<file path="src/cwos_pkg.sv">
// package for the comm watchdog / output safe-state block
// assumes a register-access front end (protocol decoder) outside this block
package cwos_pkg;
    // ------------------------------------------------------------
    // register offsets
    // ------------------------------------------------------------
    localparam logic [15:0] CWOS_OFF_FW_VERSION   = 16'h9c61;
    localparam logic [15:0] CWOS_OFF_WDOG_IVL     = 16'h9ca0;
    localparam logic [15:0] CWOS_OFF_SAFE_PATTERN = 16'h9ca1;
    localparam logic [15:0] CWOS_OFF_COMMAND      = 16'h9d31;
    localparam logic [15:0] CWOS_OFF_NET_RESET    = 16'h9ca6; // same numbering as the others
    // ------------------------------------------------------------
    // values and counts
    // ------------------------------------------------------------
    localparam logic [15:0] CWOS_WDOG_DISABLED    = 16'hffff;
    localparam logic [15:0] CWOS_SAFE_RESET       = 16'h0000;
    localparam logic [15:0] CWOS_NET_RESET_KEY    = 16'h0055;
    localparam logic [15:0] CWOS_FW_VERSION_VAL   = 16'h0001; // arbitrary value
    localparam int          CWOS_CLK_HZ           = 25000000;
    localparam int          CWOS_SEC_CYCLES       = CWOS_CLK_HZ;
    localparam int          CWOS_NUM_COILS        = 15;
    localparam logic [15:0] CWOS_CMD_NO_OPERATION = 16'h0000;
    localparam logic [15:0] CWOS_CMD_REMOTE_RESET = 16'h0001;
    localparam logic [15:0] CWOS_CMD_WRITE_EN     = 16'h0002;
    localparam logic [15:0] CWOS_CMD_SYNC_SAMPLE  = 16'h0003;
    localparam logic [15:0] CWOS_CMD_COM_INIT     = 16'h0005;

    // one register access from the protocol front end
    typedef struct packed {
        logic        wr;
        logic        rd;
        logic [15:0] addr;
        logic [15:0] wdata;
    } cwos_req_t;
endpackage

</file>
<file path="src/cwos_sec_tick.sv">
// seconds prescaler for the watchdog
// assumes sys_clk at the package rate
`timescale 1ns/1ps
`default_nettype none
module cwos_sec_tick
    import cwos_pkg::*;
#(
    parameter int SEC_CYCLES = CWOS_SEC_CYCLES
) (
    input  wire logic sys_clk,
    input  wire logic rst_n,
    input  wire logic restart,
    output var  logic tick
);
    typedef struct packed {
        logic [31:0] cnt;
        logic        tick;
    } cwos_tick_st_t;
    cwos_tick_st_t st_ff, nxt_st;

    // free count of one second, restarted with the interval
    always_comb begin
        nxt_st = st_ff;
        nxt_st.tick = 1'b0;
        if (restart) begin
            nxt_st.cnt = 32'h0000_0000;
        end else if (st_ff.cnt == 32'(SEC_CYCLES - 1)) begin
            nxt_st.cnt  = 32'h0000_0000;
            nxt_st.tick = 1'b1;
        end else begin
            nxt_st.cnt = st_ff.cnt + 32'h0000_0001;
        end
    end

    always_ff @(posedge sys_clk or negedge rst_n) begin
        if (!rst_n) begin
            st_ff <= '0;
        end else begin
            st_ff <= nxt_st;
        end
    end
    assign tick = st_ff.tick;
endmodule // cwos_sec_tick
`default_nettype wire

</file>
<file path="src/cwos_top.sv">
// comm watchdog and output safe-state register block
// assumes a front end that decodes protocol messages into one-cycle accesses
`timescale 1ns/1ps
`default_nettype none

// Summary of operation
// - outputs take the safe pattern after the interval elapses without traffic
// - interval of all ones disables the fallback entirely
// - interval resets to all ones, watchdog off
// - safe pattern bit n gives channel n, coils 0 to 14
// - pattern one turns output on, zero turns it off
// - safe pattern resets to zero, all outputs off
// - command register decodes no operation, remote reset, write enable, sample, com init
// - coil address 0 to e maps to channel 0 to e, read codes 01/02
// - network reset only happens when written value is 55
// - network reset only pulses net_factory_reset; interval, safe pattern and write enable keep their values
// - safe pattern is the state applied when communication is lost
module cwos_top
    import cwos_pkg::*;
#(
    parameter int SEC_CYCLES = CWOS_SEC_CYCLES
) (
    input  wire logic        sys_clk,
    input  wire logic        rst_n,
    input  wire cwos_req_t   req,          // one-cycle register access
    input  wire logic        msg_valid,    // pulse: valid message to this unit
    input  wire logic        out_wr,       // pulse: host writes live outputs
    input  wire logic [14:0] out_wdata,
    input  wire logic [3:0]  coil_addr,    // discrete coil read address
    output logic      [15:0] rdata,
    output logic             rvalid,
    output logic      [14:0] dout,         // live digital outputs
    output logic             coil_bit,
    output logic             wdog_fired,   // level: outputs forced safe
    output logic             remote_reset,
    output logic             sync_sample,
    output logic             com_init,
    output logic             net_factory_reset
);
    // ------------------------------------------------------------
    // state
    // ------------------------------------------------------------
    typedef struct packed {
        logic [15:0] ivl;
        logic [15:0] safe;
        logic        wr_en;
        logic [15:0] sec_cnt;
        logic [14:0] dout;
        logic        fired;
        logic [15:0] rdata;
        logic        rvalid;
        logic        coil_bit;
        logic        remote_reset;
        logic        sync_sample;
        logic        com_init;
        logic        net_reset;
    } cwos_st_t;
    cwos_st_t st_ff, nxt_st;
    logic     tick;

    function automatic logic hit(input cwos_req_t r, input logic [15:0] off);
        hit = r.addr == off;
    endfunction

    cwos_sec_tick #(.SEC_CYCLES(SEC_CYCLES)) u_tick (
        .sys_clk (sys_clk),
        .rst_n   (rst_n),
        .restart (msg_valid),
        .tick    (tick)
    );

    // ------------------------------------------------------------
    // next state
    // ------------------------------------------------------------
    always_comb begin
        nxt_st = st_ff;
        nxt_st.rvalid       = 1'b0;
        nxt_st.remote_reset = 1'b0;
        nxt_st.sync_sample  = 1'b0;
        nxt_st.com_init     = 1'b0;
        nxt_st.net_reset    = 1'b0;
        // protected register writes need a prior write enable
        if (req.wr && st_ff.wr_en) begin
            if (hit(req, CWOS_OFF_WDOG_IVL)) begin
                nxt_st.ivl = req.wdata;
            end
            if (hit(req, CWOS_OFF_SAFE_PATTERN)) begin
                nxt_st.safe = req.wdata;
            end
        end
        if (req.wr && hit(req, CWOS_OFF_COMMAND)) begin
            unique case (req.wdata)
                CWOS_CMD_NO_OPERATION: nxt_st.wr_en = st_ff.wr_en;
                CWOS_CMD_REMOTE_RESET: nxt_st.remote_reset = st_ff.wr_en;
                CWOS_CMD_WRITE_EN:    nxt_st.wr_en = 1'b1;
                CWOS_CMD_SYNC_SAMPLE: nxt_st.sync_sample = 1'b1;
                CWOS_CMD_COM_INIT:    nxt_st.com_init = 1'b1;
                default:              nxt_st.wr_en = st_ff.wr_en;
            endcase
        end
        // network reset needs the exact key; it only pulses net_reset, settings here are kept
        if (req.wr && hit(req, CWOS_OFF_NET_RESET)
            && req.wdata == CWOS_NET_RESET_KEY) begin
            nxt_st.net_reset = 1'b1;
        end
        if (out_wr) begin
            nxt_st.dout  = out_wdata;
            nxt_st.fired = 1'b0;
        end
        // seconds count, restarted by traffic; disabled when all ones
        if (msg_valid) begin
            nxt_st.sec_cnt = 16'h0000;
        end else if (st_ff.ivl == CWOS_WDOG_DISABLED) begin
            nxt_st.sec_cnt = 16'h0000;
        end else if (!st_ff.fired) begin
            if (st_ff.sec_cnt >= st_ff.ivl) begin
                nxt_st.fired = 1'b1;
                nxt_st.dout  = st_ff.safe[14:0];
            end else if (tick) begin
                nxt_st.sec_cnt = st_ff.sec_cnt + 16'h0001;
            end
        end
        // reads
        if (req.rd) begin
            nxt_st.rvalid = 1'b1;
            if (hit(req, CWOS_OFF_FW_VERSION)) begin
                nxt_st.rdata = CWOS_FW_VERSION_VAL;
            end else if (hit(req, CWOS_OFF_WDOG_IVL)) begin
                nxt_st.rdata = st_ff.ivl;
            end else if (hit(req, CWOS_OFF_SAFE_PATTERN)) begin
                nxt_st.rdata = st_ff.safe;
            end else begin
                nxt_st.rdata = 16'h0000; // write-only and unmapped read zero
            end
        end
        // coil n is channel n, bit 15 has no coil
        nxt_st.coil_bit = (coil_addr < 4'hf) ? st_ff.dout[coil_addr] : 1'b0;
    end

    // ------------------------------------------------------------
    // registers
    // ------------------------------------------------------------
    always_ff @(posedge sys_clk or negedge rst_n) begin
        if (!rst_n) begin
            st_ff      <= '0;
            st_ff.ivl  <= CWOS_WDOG_DISABLED;
            st_ff.safe <= CWOS_SAFE_RESET;
        end else begin
            st_ff <= nxt_st;
        end
    end

    assign rdata             = st_ff.rdata;
    assign rvalid            = st_ff.rvalid;
    assign dout              = st_ff.dout;
    assign coil_bit          = st_ff.coil_bit;
    assign wdog_fired        = st_ff.fired;
    assign remote_reset      = st_ff.remote_reset;
    assign sync_sample       = st_ff.sync_sample;
    assign com_init          = st_ff.com_init;
    assign net_factory_reset = st_ff.net_reset;

    // ------------------------------------------------------------
    // checks
    // ------------------------------------------------------------
    disabled_no_fire_a: assert property (@(posedge sys_clk) disable iff (!rst_n)
        st_ff.ivl == CWOS_WDOG_DISABLED && !st_ff.fired |=> !st_ff.fired)
        else $error("watchdog fired while disabled");
    fire_safe_a: assert property (@(posedge sys_clk) disable iff (!rst_n)
        $rose(st_ff.fired) |-> st_ff.dout == $past(st_ff.safe[14:0]))
        else $error("outputs not set to safe pattern");
    msg_restart_a: assert property (@(posedge sys_clk) disable iff (!rst_n)
        msg_valid |=> st_ff.sec_cnt == 16'h0000)
        else $error("interval not restarted");
    key_only_a: assert property (@(posedge sys_clk) disable iff (!rst_n)
        st_ff.net_reset |-> $past(req.wr && req.wdata == CWOS_NET_RESET_KEY))
        else $error("network reset without key");
    write_protect_a: assert property (@(posedge sys_clk) disable iff (!rst_n)
        !st_ff.wr_en |=> $stable(st_ff.ivl) && $stable(st_ff.safe))
        else $error("protected write accepted");
    wr_en_cmd_a: assert property (@(posedge sys_clk) disable iff (!rst_n)
        req.wr && req.addr == CWOS_OFF_COMMAND && req.wdata == CWOS_CMD_WRITE_EN
        |=> st_ff.wr_en)
        else $error("write enable command lost");
    coil_map_a: assert property (@(posedge sys_clk) disable iff (!rst_n)
        coil_addr == 4'h0 |=> st_ff.coil_bit == $past(st_ff.dout[0]))
        else $error("coil mapping wrong");
    ivl_rd_a: assert property (@(posedge sys_clk) disable iff (!rst_n)
        req.rd && req.addr == CWOS_OFF_WDOG_IVL |=> rvalid && rdata == $past(st_ff.ivl))
        else $error("interval read wrong");
endmodule // cwos_top
`default_nettype wire

</file>
<file path="config.mk">
export PLATFORM = sky130hd
export DESIGN_NAME = cwos_top
export DESIGN_NICKNAME = d
export VERILOG_FILES = /design/src/cwos_pkg.sv /design/src/cwos_sec_tick.sv /design/src/cwos_top.sv
export SDC_FILE = /design/constraint.sdc
export NUM_CORES = 1
export LEC_CHECK = 0
export ABC_AREA = 1
export BUFFER_PORTS_ARGS = -buffer_cell sky130_fd_sc_hd__buf_2
export CAP_MARGIN = 30
export CORE_ASPECT_RATIO = 1.1
export CORE_MARGIN = 2
export CORE_UTILIZATION = 59
export CTS_CLUSTER_SIZE = 12
export DETAILED_ROUTE_END_ITERATION = 10
export GPL_ROUTABILITY_DRIVEN = 0
export PLACE_DENSITY = 0.81
export SLEW_MARGIN = 25
export SYNTH_ARGS = -nofsm -noshare
export SYNTH_HDL_FRONTEND = slang
export SYNTH_SLANG_ARGS = --single-unit
export TNS_END_PERCENT = 20
</file>
<file path="constraint.sdc">
create_clock -name sys_clk -period 2.4 [get_ports sys_clk]
set_clock_uncertainty 0.2 [all_clocks]
set_input_delay 0.12 -clock sys_clk [delete_from_list [all_inputs] [get_ports sys_clk]]
set_output_delay 0.12 -clock sys_clk [all_outputs]
set_load 0.01 [all_outputs]
</file>
# Yosys cells after proc, flatten, opt, wreduce, memory -nomap -nowiden

Index checks and enable logic that the tools add are counted.

Add/sub/neg operators: 2
$lt $le $gt $ge: 3
Equal/unequal tests: 14
Muxes and demuxes: 25
Reduce and logical (&&, ||, !) cells: 9

Operators with widths:

| kind                                                | number |
|---|---|
| two-way mux 16 bit                                  | 11 |
| == test 16 bit (second input constant)              | 6 |
| two-way mux 32 bit                                  | 3 |
| adder 32 x 1 -> 32 bit (second input constant)      | 1 |
| == test 16 x 2 -> 1 bit (second input constant)     | 2 |
| == test 32 x 25 -> 1 bit (second input constant)    | 1 |
| adder 16 x 1 -> 16 bit (second input constant)      | 1 |
| == test 16 x 1 -> 1 bit (second input constant)     | 1 |
| == test 16 x 3 -> 1 bit (second input constant)     | 1 |
| == test 16 x 7 -> 1 bit (second input constant)     | 1 |
| greater-or-equal comparator 16 bit                  | 1 |
| two-way mux 1 bit                                   | 9 |
| AND reduction 2 bit                                 | 3 |
| < comparator 4 x 5 -> 1 bit (second input constant) | 1 |
| binary-select mux 1 bit (select 4 bit)              | 1 |
| logical AND 1 bit                                   | 4 |
| < comparator 4 bit (second input constant)          | 1 |
| two-way mux 3 bit                                   | 1 |
| != test 3 x 2 -> 1 bit (second input constant)      | 1 |
| != test 3 bit (second input constant)               | 1 |
| AND reduction 3 bit                                 | 1 |
| nonzero test 3 bit                                  | 1 |

Output and inout bits: 38
Register bits: 120
Bits of input ports: 57

# Longest topological paths before layout

Word-level depth: 6
Mapped depth: 15

# By module

Synthesis repeated with hierarchy kept, for this count alone.

Cell total of the unflattened synthesis: 1021
Area total of the unflattened synthesis: 7422.1 µm²

Modules (own cells, without submodules):

| module        | cells an instance | area each (µm²) | instances |
|---|---|---|---|
| cwos_top      | 711               | 5347.6          | 1 |
| cwos_sec_tick | 310               | 2074.5          | 1 |

# Worst setup path after synthesis

Ideal clock, no wire load.

Kind: register to register
Start: register st_ff[86] in the netlist's numbering
End: register st_ff[44] in the netlist's numbering
Stages on the path, launching flop included: 10
Path slack: 0.377 ns
Data required time: 2.083 ns
Setup time: 0.117 ns
Buffers on the path: 1
Arrival time: 1.706 ns
Period minus slack after synthesis: 2.023 ns
Cell sequence: dfstp_2 -> inv_1 -> ha_1 -> a21oi_1 -> o21ai_0 -> nor2_1 -> nand3_2 -> buf_2 -> nand3_1 -> nand2_1

Longest elaborated chain between the ends: 3
Elaborated cells between the ends (all ways): 8

RTL lines:

| what                                                                        | RTL line                         | source |
|---|---|---|
| start: declaration                                                          | cwos_top.sv:58                   | `cwos_st_t st_ff, nxt_st;` |
| start signal: assignment                                                    | cwos_top.sv:149                  | `st_ff <= nxt_st;` |
| greater-or-equal comparator 16 bit / == test 16 bit (equally long branches) | cwos_top.sv:116, cwos_top.sv:113 |  |
| != test 3 bit (no line) (tied with other cells)                             | n/a                              |  |
| AND reduction 3 bit (no line) / two-way mux 16 bit (equally long branches)  | n/a                              |  |

Parallel ways exist; a longest one is shown, timed or not.
A chain may end at the register's enable or synchronous reset.

==> metrics.md <==
| Metric | Value |
|---|---|
| Final nets | 1210 |
| GR Util met2 | 51.6% |
| Hold Crit Class | primary input to async pin |
| Critical Path Fanout Max | 2 |
| Placed Cells | 1209 |
| I/O Pins | 95 |
| Total die area | 0.0133 sq mm |
| Outcome | finished clean |
| Leak | roughly 4.2 nW |
| Worst Setup SP | req[28] |
| Fraction of layout cells with a size suffix above 1 | 15.2% |
| DRC viols | 0 |
| Vias in the first global route | 6848 |
| Setup Viol. Count Final | 0 |
| Hold Worst Slack | 11.0 ps |
| Final period util | 99.3% |
| Largest net degree at the start of global routing | 40 |
| Mapped Avg Cell Area | between 7 and 8 sq um |
| Multi-input gate area | 0.00343 sq mm |
| CP Class | primary input to flip-flop |
| GR peak layer | met2 |
| CTS Root Cell | clkbuf_16 |
| Area leader, netlist | dfrtp_1 |
| Critical Path End Type | flip-flop |
| Clk_lat worst skew | between 400 and 500 ps |
| Post-DP HPWL | 12900 um |
| CP max-delay cell | dlygate4sd3_1 |
| Worst Path Required | roughly 2600 ps |
| Initial antenna violation count | 0 |
| Fill cell count | 900 |
| Cell variety after synth | 38 |
| Area of the mapped netlist | 0.00728 sq mm |
| Worst path cell trace | dlygate4sd3_1 > buf_2 > nand3_2 > dlygate4sd3_1 > nor3_2 > nand4_1 > nor2_1 > dlygate4sd3_1 |
| Vias per cell | 5.56 |
| Via count | about 7200 |
| Post-synth top flop | dfrtp_1 |
| Layout Cells excl Fill | 1302 |
| Fmax | 419 MHz |
| Core ar. | 0.0120 sq mm |
| Die Span X | 110 um |
| Ys async rst share | 100% |
| Reg area | 0.00302 sq mm |
| Number of synthesized register bits | 120 |
| Total power | roughly 0.0050 W |
| Synth warn | 0 |
| Yosys top cell area share | about 36% |
| WL/cell | around 16 um |
| Slew headroom | between 50% and 60% |
| Max Slew Vio Count | 0 |
| Most frequent CP cell | dlygate4sd3_1 |
| H-Tree Depth | 4 |
| Initial Util | 60.5% |
| Layout Utilization | between 70% and 80% |
| Global-route wire length before repair | 32400 um |
| Setup ws final | between 15 and 20 ps |
| Worst IR Drop VDD | 0.000370 V |
| EDFF count, synth | 0 |
| Area Overhead vs Synth | 21.4% |
| CP top delay family | buffers and inverters |
| Mapped Cells | 1011 |
| Final hold vios | 0 |
| Worst setup SP type | primary input |
| Total CTS buffers | 17 |
| Max-capacitance violation count | 0 |
| Worst slew pin tran | around 600 ps |
| CTS Sinks | 120 |
| Slowest stage delay, CP | about 600 ps |
| Cell Pwr Density | 565 mW/mm^2 |
| CTS tree | built |
| Overflow after GRT | 0 |
| Met1 Use GR | between 40% and 50% |
| Arr. time, crit path | 2540 ps |
| Routed wire length | 20300 um |
| Pre-antenna DRT Iters | 10 |
| GRT Total Usage | 31.8% |
| Syn_nets | 1086 |
| Met3 Usage GRT | 5.28% |
| DRT iter0 DRCs | 870 |
| Synth area leaders | dfrtp_1 36%, nand2_1 16%, inv_1 6.1%, dfstp_2 5.8%, nor2_1 5.4% |
| N_diodes | 0 |
| Pre-CTS WS | around 280 ps |
| Antenna violation net count after detailed routing | 0 |
| Clock Pin Slew Worst Setup and Hold Paths | 60 ps |
| Clock tree buffer depth | 2 |
| Sequential area share after synthesis | between 40% and 50% |
| Chip height | ~120 um |
| Setup Buffers After CTS | 0 |
| R2r startpoint | st_ff[78] |
| Site Rows | 42 |
| RSZ-0062 raised after global routing | yes |
| Crit path buf inv count | 4 |
| Fin crit period | between 2000 and 2500 ps |
| IO Port Bufs | 94 |
## what timing repair did
| item | 4_1_cts | 5_1_grt |
|---|---|---|
| setup endpoints to repair | 0 | 5 |
| gates resized for setup | 0 | 6 |
| hold buffers | 61 | 0 |
| endpoints found under the hold margin | 151 | 0 |
## cell usage after synthesis (18+ instances only)
master	number
o21ai_1	29
nand3_1	76
nand4_1	26
nor2_1	104
o21ai_0	53
inv_1	118
ha_1	18
nor3_1	31
dfrtp_1	104
buf_4	34
nand2_1	303
## per-stage QoR
step                      area (sq um)  TNS [ps]
after global routing              8840      -144
after CTS                         8820         0
final                             8840         0
after detailed placement          7660         0
after floorplan                   7280         0
after global placement            7660         0
## report_power, final
part | internal [W] | switching [W]
clock | 0.00145 | 0.000947
combinational | 0.000195 | 0.000291
sequential | 0.00207 | 0.0000443
total | 0.00372 | 0.00128
## layer usage
metal  wire length, um  up-vias
li1                  -     3453
met1              8450     3359
met2              9780      381
met3              1610       51
met4               466        0
met5                 0        -
## cell families (layout without fill, tap and decap cells)
group	after synthesis	count (layout)	share of synthesized area, %
fa+ha+maj	18	18	3.09
xor+xnor	20	20	2.40
flops	120	120	41.5
buf+inv	181	318	11.7
compound gates	100	100	7.15
simple gates	572	572	34.2
## final cells by class
type,instances,share of cell area [%]
Clock inverter,11,1.16
Sequential cell,120,34.2
Clock buffer,21,5.09
Timing Repair Buffer,166,13.6
Tap cell,154,2.18
Multi-Input combinational cell,710,38.7
Inverter,120,5.09
## final timing paths
check                              endpoint  slack (ps)  cells past startpoint
max in group asynchronous         st_ff[80]        1170                      3
min reg2reg                        rdata[9]         280                      2
min                        u_tick.st_ff[11]          10                      2
min in group sys_clk              rdata[15]          40                      7
max reg2reg                        dout[14]         210                     13
max                             sync_sample          20                      8
## state kept, by name (all words and copies together) (netlist names), 15 cells and up
register and flops:
dout 15, rdata 16, st_ff 49, u_tick.st_ff 32
## placed cells by master, fill, tap and decap left out, types with 3 or more instances in the layout
cell	Yosys	layout
a21oi_1	11	11
buf_2	8	93
buf_4	34	9
clkbuf_1	15	3
clkbuf_16	0	17
clkinvlp_4	0	6
dfrtp_1	104	104
dfstp_2	16	16
dlygate4sd3_1	0	59
ha_1	18	18
inv_1	118	118
nand2_1	303	303
nand3_1	76	76
nand3_2	4	4
nand4_1	26	26
nor2_1	104	104
nor2_2	3	3
nor3_1	31	29
nor3_2	1	3
nor3b_1	4	4
nor4_1	5	5
o21ai_0	53	53
o21ai_1	29	29
o21bai_1	3	3
or2_2	4	4
xnor2_1	4	4
xor2_1	16	16
Note: power is estimated with default switching activity, not from simulation.
